===== src/inc/ttfs_consts.svh =====
`ifndef TTFS_CONSTS_SVH
`define TTFS_CONSTS_SVH

// Register indices, byte address is four times the index
`define TTFS_IDX_FMT_CTRL    12'h183
`define TTFS_IDX_IO_CFG      12'h184
`define TTFS_IDX_SYNC_CTRL   12'h18e
`define TTFS_IDX_LAT_STAT3   12'h192
`define TTFS_IDX_INT_MASK3   12'h1a2
`define TTFS_IDX_ES_MODE     12'h1b0
`define TTFS_IDX_SYNC_STAT   12'h1b1
`define TTFS_FRAMER_STRIDE   12'h200

// Field positions
`define TTFS_FMT_SEL_BIT     2
`define TTFS_MF_SEL_BIT      0
`define TTFS_DIR_BIT         2
`define TTFS_THR_SEL_BIT     0
`define TTFS_RESYNC_BIT      1
`define TTFS_LOSS_OF_FRAME_DETECTED_BIT        0
`define TTFS_LOSS_OF_FRAME_DETECTED_MASK_BIT   0
`define TTFS_ES_EN_BIT       0
`define TTFS_IBO_BIT         1

// Reset values
`define TTFS_REG_RST         8'h00

// Framing constants
`define TTFS_BIT_LAST        8'd192
`define TTFS_D4_LAST         5'd11
`define TTFS_ESF_LAST        5'd23
`define TTFS_HIST_LEN        5'd24
`define TTFS_D4_PATTERN      12'h3b1
`define TTFS_ESF_PATTERN     6'h34
`define TTFS_ERR_THR_LO      3'd2
`define TTFS_ERR_THR_HI      3'd4

`endif


===== src/inc/ttfs_pkg.sv =====
package ttfs_pkg;

	localparam int APB_AW = 14;
	localparam int APB_DW = 32;

	typedef enum logic [2:0]
	{
		S_IDLE = 3'b001,
		S_HUNT = 3'b010,
		S_LOCK = 3'b100
	} ttfs_state_e;

	typedef struct packed
	{
		logic              psel;
		logic              penable;
		logic              pwrite;
		logic [APB_AW-1:0] paddr;
		logic [APB_DW-1:0] pwdata;
	} ttfs_apb_req_s;

	typedef struct packed
	{
		logic [APB_DW-1:0] prdata;
		logic              pready;
		logic              pslverr;
	} ttfs_apb_rsp_s;

endpackage


===== src/core/ttfs_wrap_counter.sv =====
`timescale 1ns/100ps
`default_nettype none

module ttfs_wrap_counter #(
	parameter int W = 8
) (
	input  wire logic         i_core_clk,   // Core clock
	input  wire logic         i_sys_rst,    // Async reset, high
	input  wire logic         i_step,       // Advance one
	input  wire logic         i_load,       // Load value
	input  wire logic [W-1:0] i_load_value, // Value to load
	input  wire logic [W-1:0] i_last,       // Last count before wrap
	output logic      [W-1:0] o_count       // Current count
);

	logic [W-1:0] count;
	logic [W-1:0] next_count;

	always_comb
	begin
		next_count = count;
		if (i_load)
			next_count = i_load_value;
		else if (i_step)
			next_count = (count >= i_last) ? '0 : W'(count + 1'b1);
	end

	always_ff @(posedge i_core_clk or posedge i_sys_rst)
	begin
		if (i_sys_rst)
			count <= '0;
		else
			count <= next_count;
	end

	assign o_count = count;

endmodule // ttfs_wrap_counter

`default_nettype wire


===== src/core/ttfs_pattern_match.sv =====
`timescale 1ns/100ps
`default_nettype none

`include "ttfs_consts.svh"

module ttfs_pattern_match (
	input  wire logic [23:0] i_hist,     // F-bit history, bit 0 newest
	input  wire logic        i_esf,      // 1 = ESF, 0 = D4
	output logic             o_match,    // Some phase fits
	output logic      [4:0]  o_phase     // Position of newest bit
);

	localparam logic [11:0] D4_PAT  = `TTFS_D4_PATTERN;
	localparam logic [5:0]  ESF_PAT = `TTFS_ESF_PATTERN;

	// Tries every phase, last fit (lowest phase) wins
	always_comb
	begin
		logic ok;
		int   pos;
		o_match = 1'b0;
		o_phase = '0;
		ok      = 1'b0;
		pos     = 0;
		for (int p = 23; p >= 0; p--)
		begin
			ok = 1'b1;
			for (int k = 0; k < 24; k++)
			begin
				if (i_esf)
				begin
					pos = (p + 24 - k) % 24;
					if ((pos % 4) == 3 && i_hist[k] != ESF_PAT[pos / 4])
						ok = 1'b0;
				end
				else
				begin
					pos = (p + 24 - k) % 12;
					if (p > 11 || i_hist[k] != D4_PAT[pos])
						ok = 1'b0;
				end
			end
			if (ok)
			begin
				o_match = 1'b1;
				o_phase = 5'(p);
			end
		end
	end

endmodule // ttfs_pattern_match

`default_nettype wire


===== src/core/ttfs_tx_sync.sv =====
// Function
// - Find the D4 or ESF frame boundary in the serial transmit data.
// - Also find the multiframe boundary in that data.
// - Format control bit 2 chooses D4 or ESF alignment search.
// - Latched status 3 bit 0 is set when frame sync is lost.
// - The live loss-of-frame flag is high while the search runs.
// - Latched loss bit, when its mask bit allows, pulls the low-active interrupt.
// - With the pin set as output the recovered frame pulse is driven on the sync pin.
// - With I/O config bit 0 set the sync pin carries the multiframe pulse instead.
// - The synchronizer idles while elastic store or interleaved bus mode is on.
// - Alignment uses framing patterns only, no CRC checking.
// - No CAS multiframe search is made.
// - Each framer has its own register space at a 200h index stride.
// - The sync control register holds the resynchronization controls.
//
// The APB slave port was chosen for this implementation.
`timescale 1ns/100ps
`default_nettype none

`include "ttfs_consts.svh"

module ttfs_tx_sync #(
	parameter int FRAMER_NUM = 1
) (
	input  wire logic                    i_core_clk,            // Core clock
	input  wire logic                    i_sys_rst,             // Async reset, high
	input  wire ttfs_pkg::ttfs_apb_req_s i_apb,                 // APB request
	output ttfs_pkg::ttfs_apb_rsp_s      o_apb,                 // APB response
	input  wire logic                    i_tx_serial_in,        // Serial transmit data
	input  wire logic                    i_tx_bit_strobe,       // One pulse per data bit
	input  wire logic                    i_tx_sync_pin_in,      // Sync pin level
	output logic                         o_tx_sync_pin_out,     // Sync pin drive value
	output logic                         o_tx_sync_pin_oe,      // Sync pin drive enable
	output logic                         o_loss_of_frame_live,  // Searching flag
	output logic                         o_interrupt_out_n      // Interrupt, low active
);

	localparam logic [11:0] FRAMER_OFS = 12'(FRAMER_NUM - 1) * `TTFS_FRAMER_STRIDE;
	localparam logic [11:0] A_FMT  = `TTFS_IDX_FMT_CTRL  + FRAMER_OFS;
	localparam logic [11:0] A_IO   = `TTFS_IDX_IO_CFG    + FRAMER_OFS;
	localparam logic [11:0] A_SYNC = `TTFS_IDX_SYNC_CTRL + FRAMER_OFS;
	localparam logic [11:0] A_LAT  = `TTFS_IDX_LAT_STAT3 + FRAMER_OFS;
	localparam logic [11:0] A_MASK = `TTFS_IDX_INT_MASK3 + FRAMER_OFS;
	localparam logic [11:0] A_ES   = `TTFS_IDX_ES_MODE   + FRAMER_OFS;
	localparam logic [11:0] A_STAT = `TTFS_IDX_SYNC_STAT + FRAMER_OFS;
	localparam logic [11:0] D4_PAT  = `TTFS_D4_PATTERN;
	localparam logic [5:0]  ESF_PAT = `TTFS_ESF_PATTERN;

	////////////////////////////////////////////////////////////////////////
	// APB slave and registers

	logic [7:0]              fmt_ctrl, next_fmt_ctrl;
	logic [7:0]              io_cfg, next_io_cfg;
	logic [7:0]              sync_ctrl, next_sync_ctrl;
	logic [7:0]              lat_stat, next_lat_stat;
	logic [7:0]              int_mask, next_int_mask;
	logic [7:0]              es_mode, next_es_mode;
	ttfs_pkg::ttfs_apb_rsp_s rsp, next_rsp;
	logic                    resync_req;
	logic                    loss_of_frame_detected_clr;
	logic                    loss_of_frame_detected_set;
	logic [7:0]              stat_rd;
	logic                    apb_access;
	logic                    apb_wr;
	logic [11:0]             idx;
	ttfs_pkg::ttfs_state_e   state, next_state;

	assign idx        = i_apb.paddr[13:2];
	assign apb_access = i_apb.psel && i_apb.penable && !rsp.pready;
	assign apb_wr     = i_apb.psel && i_apb.penable && rsp.pready && i_apb.pwrite;
	assign stat_rd    = {5'h00, (state == ttfs_pkg::S_LOCK), i_tx_sync_pin_in, (state == ttfs_pkg::S_HUNT)};

	always_comb
	begin
		next_fmt_ctrl  = fmt_ctrl;
		next_io_cfg    = io_cfg;
		next_sync_ctrl = sync_ctrl;
		next_int_mask  = int_mask;
		next_es_mode   = es_mode;
		next_rsp       = '0;
		resync_req     = 1'b0;
		loss_of_frame_detected_clr       = 1'b0;
		if (apb_access)
		begin
			next_rsp.pready = 1'b1;
			unique case (idx)
				A_FMT:   next_rsp.prdata = {24'h000000, fmt_ctrl};
				A_IO:    next_rsp.prdata = {24'h000000, io_cfg};
				A_SYNC:  next_rsp.prdata = {24'h000000, sync_ctrl};
				A_LAT:   next_rsp.prdata = {24'h000000, lat_stat};
				A_MASK:  next_rsp.prdata = {24'h000000, int_mask};
				A_ES:    next_rsp.prdata = {24'h000000, es_mode};
				A_STAT:  next_rsp.prdata = {24'h000000, stat_rd};
				default: next_rsp.pslverr = 1'b1;
			endcase
		end
		if (apb_wr && !rsp.pslverr)
		begin
			unique case (idx)
				A_FMT:  next_fmt_ctrl = i_apb.pwdata[7:0];
				A_IO:   next_io_cfg   = i_apb.pwdata[7:0];
				A_SYNC:
				begin
					next_sync_ctrl                   = i_apb.pwdata[7:0];
					next_sync_ctrl[`TTFS_RESYNC_BIT] = 1'b0;
					resync_req                       = i_apb.pwdata[`TTFS_RESYNC_BIT];
				end
				A_LAT:  loss_of_frame_detected_clr      = i_apb.pwdata[`TTFS_LOSS_OF_FRAME_DETECTED_BIT];
				A_MASK: next_int_mask = i_apb.pwdata[7:0];
				A_ES:   next_es_mode  = i_apb.pwdata[7:0];
				default:
				begin
				end
			endcase
		end
		// Set wins over a clear in the same cycle
		next_lat_stat                = '0;
		next_lat_stat[`TTFS_LOSS_OF_FRAME_DETECTED_BIT] = loss_of_frame_detected_set || (lat_stat[`TTFS_LOSS_OF_FRAME_DETECTED_BIT] && !loss_of_frame_detected_clr);
	end

	always_ff @(posedge i_core_clk or posedge i_sys_rst)
	begin
		if (i_sys_rst)
		begin
			fmt_ctrl  <= `TTFS_REG_RST;
			io_cfg    <= `TTFS_REG_RST;
			sync_ctrl <= `TTFS_REG_RST;
			lat_stat  <= `TTFS_REG_RST;
			int_mask  <= `TTFS_REG_RST;
			es_mode   <= `TTFS_REG_RST;
			rsp       <= '0;
		end
		else
		begin
			fmt_ctrl  <= next_fmt_ctrl;
			io_cfg    <= next_io_cfg;
			sync_ctrl <= next_sync_ctrl;
			lat_stat  <= next_lat_stat;
			int_mask  <= next_int_mask;
			es_mode   <= next_es_mode;
			rsp       <= next_rsp;
		end
	end

	////////////////////////////////////////////////////////////////////////
	// Frame alignment

	logic        esf;
	logic        sync_off;
	logic [4:0]  frame_last;
	logic [7:0]  bit_pos;
	logic [4:0]  frame_pos;
	logic        fbit;
	logic        pat_match;
	logic [4:0]  pat_phase;
	logic [4:0]  load_pos;
	logic        checked;
	logic        expected;
	logic [2:0]  err_thr;
	logic        lock_load;
	logic [23:0] hist, next_hist;
	logic [4:0]  hcnt, next_hcnt;
	logic        slip_pend, next_slip_pend;
	logic [2:0]  err_cnt, next_err_cnt;

	assign esf        = fmt_ctrl[`TTFS_FMT_SEL_BIT];
	assign sync_off   = es_mode[`TTFS_ES_EN_BIT] || es_mode[`TTFS_IBO_BIT];
	assign frame_last = esf ? `TTFS_ESF_LAST : `TTFS_D4_LAST;
	assign fbit       = i_tx_bit_strobe && (bit_pos == 8'h00) && !slip_pend;
	assign err_thr    = sync_ctrl[`TTFS_THR_SEL_BIT] ? `TTFS_ERR_THR_HI : `TTFS_ERR_THR_LO;
	assign load_pos   = (pat_phase >= frame_last) ? 5'h00 : 5'(pat_phase + 5'h01);
	// Only framing bits are compared; CRC and CAS are not looked at
	assign checked    = esf ? (frame_pos[1:0] == 2'h3) : 1'b1;
	assign expected   = esf ? ESF_PAT[frame_pos[4:2]] : D4_PAT[frame_pos[3:0]];

	ttfs_wrap_counter #(.W(8)) u_bit_counter (
		.i_core_clk   (i_core_clk),
		.i_sys_rst    (i_sys_rst),
		.i_step       (i_tx_bit_strobe && !slip_pend),
		.i_load       (1'b0),
		.i_load_value (8'h00),
		.i_last       (`TTFS_BIT_LAST),
		.o_count      (bit_pos)
	);

	ttfs_wrap_counter #(.W(5)) u_frame_counter (
		.i_core_clk   (i_core_clk),
		.i_sys_rst    (i_sys_rst),
		.i_step       (fbit && (state == ttfs_pkg::S_LOCK)),
		.i_load       (lock_load),
		.i_load_value (load_pos),
		.i_last       (frame_last),
		.o_count      (frame_pos)
	);

	ttfs_pattern_match u_pattern_match (
		.i_hist  (hist),
		.i_esf   (esf),
		.o_match (pat_match),
		.o_phase (pat_phase)
	);

	always_comb
	begin
		next_state     = state;
		next_hist      = hist;
		next_hcnt      = hcnt;
		next_slip_pend = slip_pend && !i_tx_bit_strobe;
		next_err_cnt   = err_cnt;
		lock_load      = 1'b0;
		unique case (state)
			ttfs_pkg::S_IDLE:
			begin
				next_hcnt = '0;
				if (!sync_off)
					next_state = ttfs_pkg::S_HUNT;
			end
			ttfs_pkg::S_HUNT:
			begin
				if (hcnt == `TTFS_HIST_LEN)
				begin
					next_hcnt = '0;
					if (pat_match)
					begin
						next_state   = ttfs_pkg::S_LOCK;
						lock_load    = 1'b1;
						next_err_cnt = '0;
					end
					else
						next_slip_pend = 1'b1;
				end
				else if (fbit)
				begin
					next_hist = {hist[22:0], i_tx_serial_in};
					next_hcnt = 5'(hcnt + 5'h01);
				end
			end
			ttfs_pkg::S_LOCK:
			begin
				if (fbit && checked)
				begin
					if (i_tx_serial_in == expected)
						next_err_cnt = '0;
					else
						next_err_cnt = 3'(err_cnt + 3'h1);
					if (i_tx_serial_in != expected && 3'(err_cnt + 3'h1) >= err_thr)
						next_state = ttfs_pkg::S_HUNT;
				end
			end
		endcase
		if (resync_req && state != ttfs_pkg::S_IDLE)
		begin
			next_state = ttfs_pkg::S_HUNT;
			next_hcnt  = '0;
		end
		if (sync_off)
			next_state = ttfs_pkg::S_IDLE;
	end

	assign loss_of_frame_detected_set = (state == ttfs_pkg::S_LOCK) && (next_state == ttfs_pkg::S_HUNT);

	always_ff @(posedge i_core_clk or posedge i_sys_rst)
	begin
		if (i_sys_rst)
		begin
			state     <= ttfs_pkg::S_IDLE;
			hist      <= '0;
			hcnt      <= '0;
			slip_pend <= 1'b0;
			err_cnt   <= '0;
		end
		else
		begin
			state     <= next_state;
			hist      <= next_hist;
			hcnt      <= next_hcnt;
			slip_pend <= next_slip_pend;
			err_cnt   <= next_err_cnt;
		end
	end

	////////////////////////////////////////////////////////////////////////
	// Registered outputs

	logic next_pin_out;
	logic next_irq_n;

	always_comb
	begin
		next_pin_out = (state == ttfs_pkg::S_LOCK) && fbit;
		if (io_cfg[`TTFS_MF_SEL_BIT])
			next_pin_out = next_pin_out && (frame_pos == 5'h00);
		next_irq_n = !(lat_stat[`TTFS_LOSS_OF_FRAME_DETECTED_BIT] && int_mask[`TTFS_LOSS_OF_FRAME_DETECTED_MASK_BIT]);
	end

	always_ff @(posedge i_core_clk or posedge i_sys_rst)
	begin
		if (i_sys_rst)
		begin
			o_tx_sync_pin_out    <= 1'b0;
			o_tx_sync_pin_oe     <= 1'b0;
			o_loss_of_frame_live <= 1'b0;
			o_interrupt_out_n    <= 1'b1;
		end
		else
		begin
			o_tx_sync_pin_out    <= next_pin_out;
			o_tx_sync_pin_oe     <= io_cfg[`TTFS_DIR_BIT];
			o_loss_of_frame_live <= (state == ttfs_pkg::S_HUNT);
			o_interrupt_out_n    <= next_irq_n;
		end
	end

	assign o_apb = rsp;
endmodule // ttfs_tx_sync

`default_nettype wire


===== config.mk =====
export PLATFORM = sky130hd
export DESIGN_NAME = ttfs_tx_sync
export DESIGN_NICKNAME = d
export VERILOG_FILES = /design/src/inc/ttfs_pkg.sv /design/src/core/ttfs_wrap_counter.sv /design/src/core/ttfs_pattern_match.sv /design/src/core/ttfs_tx_sync.sv
export VERILOG_INCLUDE_DIRS = /design/src /design/src/inc
export SDC_FILE = /design/constraint.sdc
export NUM_CORES = 1
export LEC_CHECK = 0
export ABC_AREA = 1
export BUFFER_PORTS_ARGS = -buffer_cell sky130_fd_sc_hd__buf_2
export CORE_ASPECT_RATIO = 1.25
export CORE_MARGIN = 4
export CORE_UTILIZATION = 64
export CTS_CLUSTER_SIZE = 12
export DETAILED_ROUTE_END_ITERATION = 6
export PLACE_DENSITY_LB_ADDON = 0.3
export SLEW_MARGIN = 20
export SYNTH_ARGS = -nofsm -noshare
export SYNTH_HDL_FRONTEND = slang
export SYNTH_HIERARCHICAL = 1
export SYNTH_SLANG_ARGS = --single-unit

===== constraint.sdc =====
create_clock -name i_core_clk -period 6.03 [get_ports i_core_clk]
set_input_delay 0.603 -clock i_core_clk [delete_from_list [all_inputs] [get_ports i_core_clk]]
set_output_delay 0.603 -clock i_core_clk [all_outputs]
set_load 0.05 [all_outputs]

### Word-level counts from Yosys, hierarchy flattened

Memory sizes are Yosys's and may differ from the RTL's.
Cells that the tools add are included.

| word-level totals | value |
|---|---|
| word-level logic and storage cells | 799 |
| bits in registers | 127 |
| memories | 2 |
| input port bits | 54 |
| memory bits (read-only) | 24 |
| output and inout bits | 38 |

| operators by class | value |
|---|---|
| reduce and logical (&&, ||, !) cells | 39 |
| equality and inequality tests | 20 |
| $lt $le $gt $ge | 6 |
| add/subtract/negate cells | 5 |
| bitwise operators | 1 |
| multiplexer cells | 706 |

Memory list:

| memory | depth | width | rd ports | clocked after Yosys merged registers in | wr ports | RTL line | RTL |
|---|---|---|---|---|---|---|---|
| (name not given) | 16 | 1 | 1 | 0 | 0 | ttfs_tx_sync.sv:174 | `assign expected = esf ? ESF_PAT[frame_pos[4:2]] : D4_PAT[frame_pos[3:0]];` |
| (name not given) | 8 | 1 | 1 | 0 | 0 | ttfs_tx_sync.sv:174 |  |

Operators by type and width:

| cell | count |
|---|---|
| 1-bit 2-to-1 mux | 657 |
| 5-bit 2-to-1 mux | 32 |
| 12-bit by 9-bit == test with 1-bit output (second input constant) | 7 |
| 8-bit case mux with 7 select lines | 1 |
| 3-bit 2-to-1 mux | 11 |
| 1-bit logical AND | 17 |
| 5-bit by 1-bit adder with 5-bit output (second input constant) | 3 |
| 2-bit AND reduction | 6 |
| 5-bit greater-or-equal comparator | 2 |
| 10-bit 2-to-1 mux | 1 |
| 5-bit case mux with 2 select lines | 1 |
| 3-bit case mux with 3 select lines | 1 |
| 8-bit by 1-bit adder with 8-bit output (second input constant) | 1 |
| 8-bit greater-or-equal comparator (second input constant) | 1 |
| 8-bit logical NOT | 1 |
| 8-bit 2-to-1 mux | 1 |
| 7-bit OR reduction | 1 |
| 3-bit by 2-bit == test with 1-bit output (second input constant) | 2 |
| 1-bit logical NOT | 6 |
| 2-bit by 1-bit != test with 1-bit output (second input constant) | 3 |
| 3-bit case mux with 2 select lines | 1 |
| 5-bit == test (second input constant) | 1 |
| 5-bit logical NOT | 1 |
| 4-bit by 5-bit less-than comparator with 1-bit output (second input constant) | 1 |
| other kinds (16) | 18 |

### Longest topological paths before layout

Gate-level depths: netlist of run 1.

| depth | value |
|---|---|
| depth after elaboration | 65 |
| gate-level depth with buffers | 34 |
| gate-level depth less buffers | 34 |

### By module

The synthesis of run 1 kept the hierarchy.

By module, submodules not included:

| module | cells an instance | area each (µm²) | seq. area each (µm²) | instances |
|---|---|---|---|---|
| ttfs_tx_sync | 513 | 4491.8 | 2254.7 | 1 |
| ttfs_pattern_match | 351 | 1756.7 | 0.0 | 1 |
| ttfs_wrap_counter (u_bit_counter) | 88 | 681.9 | 200.2 | 1 |
| ttfs_wrap_counter (u_frame_counter) | 67 | 444.2 | 125.1 | 1 |

### Worst setup path after synthesis of run 1

Ideal clock, no wire load.

| timing | value |
|---|---|
| path type | register -> register |
| start | reg fmt_ctrl[2] |
| end | reg u_frame_counter.count[2], in the netlist u_frame_counter/o_count[2] |
| path buffers | 3 |
| library setup time | 0.121 ns |
| data required time | 5.909 ns |
| clock period less this slack | 3.545 ns |
| stages on the path, launching flop included | 29 |
| slack | 2.485 ns |
| arrival time | 3.424 ns |
| path through | dfrtp_1 -> inv_2 -> buf_6 -> buf_6 -> buf_6 -> ha_1 -> nor2_1 -> nand3_1 -> nor4_1 -> o2111ai_1 -> nand2_1 -> nand2_1 -> nand2_1 -> nand2_1 -> nand2_1 -> nand2_1 -> nand2_1 -> nand2_1 -> nand2_1 -> nand2_1 -> a21oi_2 -> ha_1 -> a21oi_1 -> o21bai_1 -> a21oi_1 -> o21bai_1 -> nor3_1 -> a22oi_1 -> nand2_1 |

| on the way | value |
|---|---|
| elaborated cells on any way between the ends | 611 |
| those cells by class | add/sub (1); order compare (2); mux (607); reduce/logical (1) |

RTL lines:

| element | RTL line | RTL |
|---|---|---|
| start, declared | ttfs_tx_sync.sv:52 | `logic [7:0] fmt_ctrl, next_fmt_ctrl;` |
| start signal, assigned | ttfs_tx_sync.sv:125 | `` fmt_ctrl <= `TTFS_REG_RST; `` |
| start signal, assigned | ttfs_tx_sync.sv:135 | `fmt_ctrl <= next_fmt_ctrl;` |
| 1-bit 2-to-1 mux | ttfs_pattern_match.sv:30 | `if (i_esf)` |
| 1-bit 2-to-1 mux | ttfs_pattern_match.sv:39 | `if (p > 11 \|\| i_hist[k] != D4_PAT[pos])` |
| 1-bit 2-to-1 mux | ttfs_pattern_match.sv:30 |  |
| 1-bit 2-to-1 mux | ttfs_pattern_match.sv:39 |  |
| 1-bit 2-to-1 mux | ttfs_pattern_match.sv:30 |  |
| 1-bit 2-to-1 mux | ttfs_pattern_match.sv:39 |  |
| 1-bit 2-to-1 mux | ttfs_pattern_match.sv:30 |  |
| 1-bit 2-to-1 mux (on tied branches) | ttfs_pattern_match.sv:39, ttfs_pattern_match.sv:33 |  |
| (+35 left out) | -- |  |
| 1-bit 2-to-1 mux | ttfs_pattern_match.sv:30 |  |
| 5-bit 2-to-1 mux (11 in a row) | ttfs_pattern_match.sv:43 | `if (ok)` |
| 5-bit 2-to-1 mux (*) | ttfs_pattern_match.sv:43 |  |
| named net pat_phase[0] | ttfs_tx_sync.sv:155 | `logic [4:0] pat_phase;` |
| 5-bit by 1-bit adder with 5-bit output or 5-bit greater-or-equal comparator (tied branches) | ttfs_tx_sync.sv:171 | `assign load_pos = (pat_phase >= frame_last) ? 5'h00 : 5'(pat_phase + 5'h01);` |
| 5-bit 2-to-1 mux (*) | ttfs_tx_sync.sv:171 |  |
| named net load_pos[2] | ttfs_tx_sync.sv:156 | `logic [4:0] load_pos;` |
| 5-bit 2-to-1 mux (*) | ttfs_wrap_counter.sv:22 | `if (i_load)` |
| end signal, assigned | ttfs_wrap_counter.sv:33 | `count <= next_count;` |
| end, declared | ttfs_wrap_counter.sv:16 | `logic [W-1:0] count;` |

The timed path passes the listed nets; every way through them passes the cells marked *. The select of a mux whose other input is x is not followed.
A chain may end at the register's enable or synchronous reset.

### Worst setup path after layout of run 1

Same ends and word-level chain as after synthesis.

==> key figures, run 1 <==
Run status
  • Status: complete, no violations

Min path
  • Hold Crit Class: in -> async

Yosys
  • Compound-gate portion of the synthesized area: 11.8%
  • Cells after Synth: 1,019
  • Top cell type by total area after synthesis: dfrtp_1
  • Seq/Total Area, Yosys: 35.0%
  • Predominant post-synthesis flop cell: dfrtp_1
  • Synth Area in Simple Gates: 31.5%
  • Post-synth EDFFs: 0
  • Synthesized area per cell: 7.24 µm²
  • Post-Synth Adder-Cell Area: 4.41%
  • Flops & latches, synth: 103
  • Synthesized area: 7370 µm²
  • Asr flop ratio synth: 100%
  • Top post-synthesis cells by area: dfrtp_1 34%, nand2_1 12%, nor2_1 7.0%, inv_1 6.5%, ha_1 4.4%
  • Yosys cell types: 53
  • Synth Area in XOR/XNOR: 1.43%
  • Largest family of logic cells by synthesized area: simple AND/OR/NAND/NOR gates
  • Proportion of synthesized area in mux cells: 3.51%
  • Yosys top cell area share: 34.3%
  • Synth warn: 6

Floorplanning
  • I/O pins: 92
  • Die height: 128 µm
  • Die X: 104 µm
  • Core region area: 11,200 µm²
  • Total die area: 13,300 µm²
  • Initial Utilization: 65.9%
  • Rows: 43

Timing
  • Setup tns final: 0 ps
  • Worst Skew: 9.90 ps
  • Hold Vio Cnt, Final: 0
  • Final setup vio count: 0
  • Peak Freq: 243 MHz
  • Final setup margin: 1920 ps
  • Slew Limit Fails: 0
  • Final Cycle Share: 68.2%
  • Tmin final: 4110 ps
  • Worst-margin pin slew: 906 ps
  • Hold slack final: 187 ps
  • Rel. slew slack: 39.1%
  • RSZ-0062 raised after global routing: false

Final layout
  • Final non-filler cell total: 1,205
  • Utilization after layout: 69.9%
  • Area Overhead vs Synth: 6.02%
  • Fillers: 937
  • Commonest cells after routing, fill and taps aside: 237 x nand2_1, 137 x nor2_1, 127 x inv_1
  • Design area: 7820 µm²
  • Commonest non-fill, non-tap cell in the layout: nand2_1
  • Layout cells sized above 1: 11.2%
  • ANT cells: 0
  • Post-layout nets: 1,145

Drt
  • Routed vias: 6,986
  • Avg Vias per Cell: 5.80
  • Drt pass-1 iters: 6
  • Initial DRC Count: 494
  • DRC viols: 0
  • Detail Route Antenna Nets: 0
  • Drt total wl: 19.4 mm
  • Wirelength per Cell: 16.1 µm

CTS
  • Worst-path clk slew: 70 ps
  • CTS HTree Levels: 3
  • Setup bufs post-CTS: 0
  • Hold buffers post-CTS: 0
  • CTS tree: done
  • Clock Latency Late Sink: 340 ps
  • Post-CTS Resized: 0
  • Max clock buf depth: 2
  • Clk sinks: 103
  • CTS root buf: clkbuf_16
  • Total CTS buffers: 9

Critical path
  • Critical path startpoint category: register
  • Worst r2r path cells: 25
  • Critical Path End Type: register
  • Worst Path Arrival: 4340 ps
  • FF-to-FF End: u_frame_counter/o_count[2]
  • Max FO, Critical Path: 40
  • Worst endpoint required time: 6250 ps
  • Crit path kind: reg -> reg
  • Reg2Reg Launch Point: fmt_ctrl[2]
  • FF-to-FF setup slack: 1920 ps

Power and ir drop
  • Worst vdd ir: 0.000191 V
  • Pwr dens: 190 nW/µm²
  • Tot Pwr: 1.49 mW
  • Leakage dissipation: 3.96 nW

Placed design
  • # port buffers: 41
  • Placed cell count: 1,189
  • Final Wtd Congestion: 0.997
  • Dpl ws: 2020 ps
  • DP Area: 7530 µm²
  • Hpwl dp: 14.6 mm

GRT
  • Grt total ovfl: 0
  • Vias in the first global route: 6,360
  • Pin count of the biggest net entering global routing: 91
  • Antenna violations before repair: 0
  • Gr usage total: 29.5%
  • First-pass GRT wire length: 31.5 mm

Job
  • Max Cap Viol: 0
## cells in the mapped netlist, types with 3 or more instances
cell type,number
a211oi_1,3
a21oi_1,26
a22oi_1,13
a31oi_1,4
and2_1,4
buf_2,5
buf_4,26
buf_6,13
clkbuf_1,4
dfrtp_1,101
ha_1,26
inv_1,128
inv_2,10
mux2_2,23
nand2_1,237
nand2_2,3
nand3_1,47
nand4_1,30
nor2_1,137
nor2_2,6
nor3_1,22
nor3_4,3
nor4_1,16
nor4_2,5
o2111ai_1,7
o211ai_1,4
o21ai_0,63
o21ai_1,6
o21bai_1,3
o41ai_1,4
xnor2_1,3
xor2_1,9
## worst max-delay path, cell delays in order, from the launching register on
cell,delay [ps]
dfrtp_1,390
inv_2,500
ha_1,370
nor2_1,90
nand3_1,80
nor4_1,360
o2111ai_1,240
nand2_1,120
nand2_1,60
nand2_1,70
nand2_1,50
nand2_1,60
nand2_1,50
nand2_1,50
nand2_1,50
nand2_1,50
nand2_1,50
a21oi_2,210
ha_1,220
a21oi_1,50
o21bai_1,130
a21oi_1,70
o21bai_1,300
nor3_1,80
a22oi_1,220
nand2_1,80
## sequential cells by signal, summed over array words and instances (netlist names), 3 cells and up
name and cells:
hcnt 5, u_frame_counter/o_count 5, u_bit_counter/o_count 8, io_cfg 8
err_cnt 3, es_mode 8, sync_ctrl 7, fmt_ctrl 8
int_mask 8, state 3, o_apb 10, hist 24
## cell type report
cell class	count	area, µm²	share of cell area (%)
Clock buffer	10	229	2.93
Clock inverter	6	53.8	0.688
Inverter	139	523	6.69
Multi-Input combinational cell	769	4040	51.7
Sequential cell	103	2580	33.0
Tap cell	135	169	2.16
Timing Repair Buffer	43	224	2.86
## power by group
group / leakage (nW) / total [mW] / internal [mW] / switching, mW
Sequential: 1.40 / 0.749 / 0.715 / 0.0338
Combinational: 2.43 / 0.201 / 0.0635 / 0.137
Clock: 0.135 / 0.539 / 0.286 / 0.253
## cells by family after synthesis
logic type / Yosys count
xor gates and xnor gates: 12
other: 2
and+or+nand+nor: 521
DFF: 103
adders and majority gates: 26
AOI/OAI and AO/OA: 144
muxes: 23
buffers and inverters: 188
## routing by layer
layer | up-vias | global-route usage, % | wire, µm
met5 | - | 0 | 0
met4 | 0 | 18.8 | 1200
met3 | 88 | 3.68 | 1350
met2 | 323 | 49.3 | 9200
met1 | 3186 | 36.3 | 7680
li1 | 3389 | - | -
## worst max-delay path by stage
stage	start	end	slack, ps	cells after the start
after floorplan	fmt_ctrl[2]	u_frame_counter/o_count[2]	2480	28
after global placement	fmt_ctrl[2]	u_frame_counter/o_count[2]	2020	25
after detailed placement	fmt_ctrl[2]	u_frame_counter/o_count[2]	2020	25
after CTS	fmt_ctrl[2]	u_frame_counter/o_count[2]	1990	25
after global routing	fmt_ctrl[2]	u_frame_counter/o_count[2]	1430	25
final	fmt_ctrl[2]	u_frame_counter/o_count[2]	1920	25
No activity file was read; power rests on OpenSTA's default activity.
==> run 2: changes to the inputs <==
ABC_AREA = 0   (was 1)
CORE_UTILIZATION = 59   (was 64)
clock period = 3.85 ns   (was 6.03 ns; I/O delays follow)
==> key figures, run 2 <==
Critical path
  • Critical path startpoint category: register
  • Worst Path Arrival: 3960 ps
  • Critical path, cell by cell: and4b_1 -> a21oi_1 -> nor4_1 -> or4b_4 -> or4b_4 -> nor2_1 -> nand2_1 -> nand3_1 -> inv_1 -> nor2_1 -> nand3_1 -> a31o_4 -> o21ai_2
  • Crit path max-delay cell type: or4b_4
  • Critical Path End: u_frame_counter/o_count[4]
  • Max FO, Critical Path: 12
  • Worst stage delay on the critical path: 580 ps
  • Worst r2r path cells: 13
  • FF-to-FF setup slack: 170 ps
  • Crit path kind: reg -> reg
  • Worst Setup SP: hist[8]
  • FF-to-FF End: u_frame_counter/o_count[4]
  • Reg2Reg Launch Point: hist[8]
  • Worst endpoint required time: 4130 ps
  • Critical Path End Type: register

GRT
  • Vias in the first global route: 6,228
  • Gr usage total: 27.7%
  • First-pass GRT wire length: 30.8 mm
  • Grt total ovfl: 0
  • Pin count of the biggest net entering global routing: 58
  • Antenna violations before repair: 0

Drt
  • Drt total wl: 19.0 mm
  • Routed vias: 6,199
  • Detail Route Antenna Nets: 0
  • Drt pass-1 iters: 5
  • Initial DRC Count: 443
  • Avg Vias per Cell: 6.39
  • Wirelength per Cell: 19.6 µm
  • DRC viols: 0

Placed design
  • Final Wtd Congestion: 0.955
  • # port buffers: 41
  • Placed cell count: 953
  • Hpwl dp: 13.3 mm

Floorplanning
  • Rows: 44
  • Total die area: 13,900 µm²
  • Die X: 106 µm
  • Initial Utilization: 60.9%
  • I/O pins: 92
  • Die height: 131 µm
  • Core region area: 11,700 µm²

Final layout
  • Layout cells sized above 1: 21.5%
  • Commonest non-fill, non-tap cell in the layout: dfrtp_1
  • Post-layout nets: 885
  • Biggest register: hist
  • Max reg flops: 24
  • ANT cells: 0
  • Fillers: 915
  • Commonest cells after routing, fill and taps aside: 100 x dfrtp_1, 51 x nor2_1, 49 x mux2_2
  • Final non-filler cell total: 970
  • Area Overhead vs Synth: 10.5%

Job
  • Max Cap Viol: 0

Run status
  • Status: complete, no violations

CTS
  • Worst-path clk slew: 70 ps
  • Max clock buf depth: 2
  • Total CTS buffers: 9
  • Clk sinks: 103
  • Clock Latency Late Sink: 350 ps
  • CTS HTree Levels: 3
  • CTS tree: done
  • CTS root buf: clkbuf_16

Timing
  • Hold Vio Cnt, Final: 0
  • Setup tns final: 0 ps
  • Hold slack final: 253 ps
  • Tmin final: 3680 ps
  • Final setup vio count: 0
  • Worst Skew: 7.84 ps
  • Final Cycle Share: 95.6%
  • Worst-margin pin slew: 929 ps
  • Rel. slew slack: 37.8%
  • Slew Limit Fails: 0
  • RSZ-0062 raised after global routing: false
  • Peak Freq: 272 MHz

Yosys
  • Top post-synthesis cells by area: dfrtp_1 35%, mux2_2 7.7%, ha_1 4.6%, a22oi_1 2.7%, buf_4 2.7%
  • Synth warn: 6
  • Synthesized area per cell: 9.49 µm²
  • Synthesized area: 7150 µm²
  • Seq/Total Area, Yosys: 36.1%
  • Yosys top cell area share: 35.4%
  • Commonest cells in the synthesized netlist: 101 x dfrtp_1, 51 x nor2_1, 49 x mux2_2
  • Yosys cell types: 87
  • Flops & latches, synth: 103
  • Asr flop ratio synth: 100%
  • Post-synth EDFFs: 0
  • Predominant post-synthesis flop cell: dfrtp_1
  • Cell with the most instances after synthesis: dfrtp_1
  • Cells after Synth: 753
  • Top cell type by total area after synthesis: dfrtp_1

Min path
  • Hold Crit Class: in -> reg

Power and ir drop
  • Worst vdd ir: 0.000340 V
  • Leakage dissipation: 3.63 nW
  • Pwr dens: 303 nW/µm²
## run 2: cell types whose count changed after synthesis, moves of 13 or more
cell / before / now
nand2_1: 237 / 27
nor2_1: 137 / 51
inv_1: 128 / 43
o21ai_0: 63 / 22
mux2_2: 23 / 49
clkbuf_1: 4 / 24
nor2b_1: 0 / 20
nand4_1: 30 / 11
nor3b_1: 2 / 17
nand2b_1: 0 / 14
nor3_1: 22 / 8
a22oi_1: 13 / 26
## run 2: worst max-delay path: cells and delay by family (launching register included)
| kind | cells | cell delay [ps] |
|---|---|---|
| and+or+nand+nor | 9 | 2220 |
| AOI/OAI and AO/OA | 3 | 630 |
| DFF | 1 | 570 |
| buffers and inverters | 1 | 190 |
## run 2: layout make-up
cell class              instances  area [µm²]  share of cell area [%]
clock buffers                   9         225                    2.85
clock inverters                 6        78.8                   0.998
inverters                      44         166                    2.11
multi-input cells             584        4260                    53.9
flip-flops and latches        103        2580                    32.7
well taps                     161         201                    2.55
repair buffers                 63         385                    4.88
## run 2: worst min-delay path by stage
stage                    start                          to  slack (ps)  cells past startpoint
2_1_floorplan        i_sys_rst  u_frame_counter/o_count[0]         160                      1
3_3_place_gp         i_sys_rst  u_frame_counter/o_count[3]         330                      2
3_5_place_dp         i_sys_rst  u_frame_counter/o_count[1]         330                      2
4_1_cts        i_tx_bit_strobe                   slip_pend         250                      2
5_1_grt        i_tx_bit_strobe                   slip_pend         250                      2
6_report       i_tx_bit_strobe                   slip_pend         250                      2
## run 2: what timing repair did
item | in CTS | in global routing
setup endpoints to repair | 0 | 5
setup buffers | 0 | 1
hold endpoints to repair | 5 | 0
hold buffers | 1 | 0
resized for setup | 0 | 13
## run 2: where the power goes
part	switching [mW]	internal, mW
Combinational	0.218	0.0972
Sequential	0.0390	1.11
Clock	0.420	0.513
## run 2: logic make-up after synthesis
logic type / after synthesis / share of synthesized area (%)
AOI/OAI and AO/OA: 159 / 15.8
xor gates and xnor gates: 11 / 1.35
adders and majority gates: 26 / 4.55
buffers and inverters: 108 / 7.35
DFF: 103 / 36.1
muxes: 68 / 10.9
other: 2 / 0.105
and+or+nand+nor: 276 / 23.8
## run 2: per-layer routing
metal / share of wire [%] / wire [µm] / vias up / GRT usage (%)
met3: 7.1 / 1360 / 58 / 4.82
met2: 50 / 9420 / 314 / 48.4
met1: 39 / 7480 / 2986 / 32.7
met5: 0 / 0 / - / 0
met4: 4.0 / 763 / 0 / 15.0
li1: - / - / 2841 / -
## run 2: through the flow
stage	util [%]	total power, mW	cell area, µm²	setup slack, ps
after global routing	67.3	2.49	7900	6.81
after global placement	64.1	1.45	7510	262
after floorplan	-	1.40	7300	96.8
final	67.3	2.40	7900	169
after CTS	66.8	2.40	7830	79.9
after detailed placement	64.1	1.47	7510	124
==> run 3: changes to the inputs <==
CELL_PAD_IN_SITES_DETAIL_PLACEMENT = 1   (was not set)
CELL_PAD_IN_SITES_GLOBAL_PLACEMENT = 2   (was not set)
CORE_UTILIZATION = 37   (was 59)
CTS_BUF_LIST = sky130_fd_sc_hd__clkbuf_4 sky130_fd_sc_hd__clkbuf_8 sky130_fd_sc_hd__clkbuf_16   (was not set)
MAX_ROUTING_LAYER = met4   (was not set)
==> key figures, run 3 (synthesis results as in run 2) <==
Timing
  • Setup tns final: 0 ps
  • Tmin final: 3640 ps
  • Rel. slew slack: 35.1%
  • Slew Limit Fails: 0
  • Final setup margin: 212 ps
  • Final setup vio count: 0
  • Worst Skew: 11.0 ps
  • Hold Vio Cnt, Final: 0
  • Worst-margin pin slew: 973 ps
  • Peak Freq: 275 MHz
  • Final Cycle Share: 94.5%

Final layout
  • Biggest register: hist
  • Area Overhead vs Synth: 13.0%
  • Commonest cells after routing, fill and taps aside: 98 x dfrtp_1, 51 x nor2_1, 49 x mux2_2
  • Post-layout nets: 897
  • Commonest non-fill, non-tap cell in the layout: dfrtp_1
  • Layout cells sized above 1: 22.5%
  • ANT cells: 0
  • Design area: 8070 µm²
  • Max reg flops: 24

Drt
  • Wirelength per Cell: 20.1 µm
  • Avg Vias per Cell: 5.80
  • Routed vias: 6,117
  • Drt total wl: 21.2 mm
  • Drt pass-1 iters: 4
  • Initial DRC Count: 319
  • DRC viols: 0
  • Detail Route Antenna Nets: 0

Critical path
  • Crit path max-delay family: simple AND/OR/NAND/NOR gates
  • Critical Path End Type: register
  • Worst stage delay on the critical path: 580 ps
  • Worst Path Arrival: 3910 ps
  • Crit path kind: reg -> reg
  • Max FO, Critical Path: 12
  • Critical path startpoint category: register
  • Worst endpoint required time: 4120 ps
  • Critical path, cell by cell: and3b_1 -> a41o_1 -> o2111a_2 -> or4b_4 -> or4b_4 -> nor2_1 -> nand2_1 -> nand3_1 -> inv_1 -> nor2_1 -> nand3_1 -> a31o_4 -> o21ai_2
  • Buf/Inv on CP: 1
  • Crit path max-delay cell type: dfrtp_1

Floorplanning
  • Initial Utilization: 37.9%
  • Core region area: 18,800 µm²
  • Rows: 56
  • Die X: 132 µm
  • I/O pins: 92
  • Total die area: 21,600 µm²
  • Die height: 163 µm

Run status
  • Status: complete, no violations

Placed design
  • Dpl ws: 107 ps
  • # port buffers: 41
  • DP Area: 7700 µm²
  • Final Wtd Congestion: 0.935
  • Hpwl dp: 15.7 mm

CTS
  • Clock Latency Late Sink: 350 ps
  • CTS HTree Levels: 3
  • CTS tree: done
  • Setup bufs post-CTS: 0
  • Max clock buf depth: 2
  • Total CTS buffers: 9
  • Clk sinks: 103
  • Worst-path clk slew: 80 ps
  • CTS root buf: clkbuf_16

Power and ir drop
  • Leakage dissipation: 3.69 nW
  • Worst vdd ir: 0.000250 V
  • Pwr dens: 298 nW/µm²

GRT
  • Grt total ovfl: 0
  • Gr usage total: 20.5%
  • Pin count of the biggest net entering global routing: 54
  • Antenna violations before repair: 0
  • Vias in the first global route: 6,658
  • First-pass GRT wire length: 35.0 mm

Job
  • Max Cap Viol: 0

Min path
  • Hold Crit Class: in -> reg
## run 3: changes by cell type in the layout (fill, tap and decap cells not counted), moves of 2 or more
cell,delta
clkinv_8,+3
ha_1,+2
buf_4,+12
dfrtp_2,+2
dfrtp_1,-2
ha_2,-2
clkinv_4,-3
## run 3: final timing paths
kind | end | from | slack [ps] | cells past startpoint
setup / recovery | u_frame_counter/o_count[2] | hist[7] | 210 | 13
min in group asynchronous | u_frame_counter/o_count[0] | i_sys_rst | 510 | 3
max in group asynchronous | state[0] | i_sys_rst | 2190 | 4
setup reg to reg | u_frame_counter/o_count[2] | hist[7] | 210 | 13
hold / removal | slip_pend | i_tx_bit_strobe | 260 | 2
hold reg to reg | o_tx_sync_pin_oe | io_cfg[2] | 410 | 0
## run 3: cell type report
type	instances	area (µm²)
Timing Repair Buffer	75	475
Tap cell	232	290
Clock buffer	9	225
Fill cell	2197	10800
Clock inverter	7	92.6
Multi-Input combinational cell	584	4240
Sequential cell	103	2580
Inverter	44	166
## run 3: per-layer routing
layer  GRT usage (%)  part of all wire [%]  vias up
met5               -                     0        -
met2            35.3                    51      146
li1                -                     -     2860
met3            2.06                   2.8       46
met1            24.5                    42     3065
met4            9.07                   3.8        0
## run 3: worst reg2reg max path, delay by kind of cell, from the launching register on
kind | cells | cell delay (ps)
buf+inv | 1 | 80
simple gates | 8 | 1980
flops | 1 | 580
compound gates | 4 | 920
## run 3: stage by stage
stage	hold slack (ps)	instances	utilization [%]	power, mW
after floorplan	164	795	-	1.40
after global placement	324	1037	40.9	1.46
after detailed placement	331	1037	40.9	1.48
after CTS	259	1054	42.6	2.43
after global routing	267	1054	42.8	2.52
final	265	1054	42.8	2.41
## run 3: report_power, final
group / switching [mW] / total, mW / internal (mW) / leakage [nW]
combinational: 0.223 / 0.321 / 0.0988 / 2.15
clock: 0.469 / 0.940 / 0.471 / 0.150
sequential: 0.0373 / 1.15 / 1.11 / 1.39
## run 3: what timing repair did
action,in CTS,in global routing
hold endpoints to repair,5,0
endpoints found under the setup margin,0,5
hold buffers,1,0
resized for setup,0,10
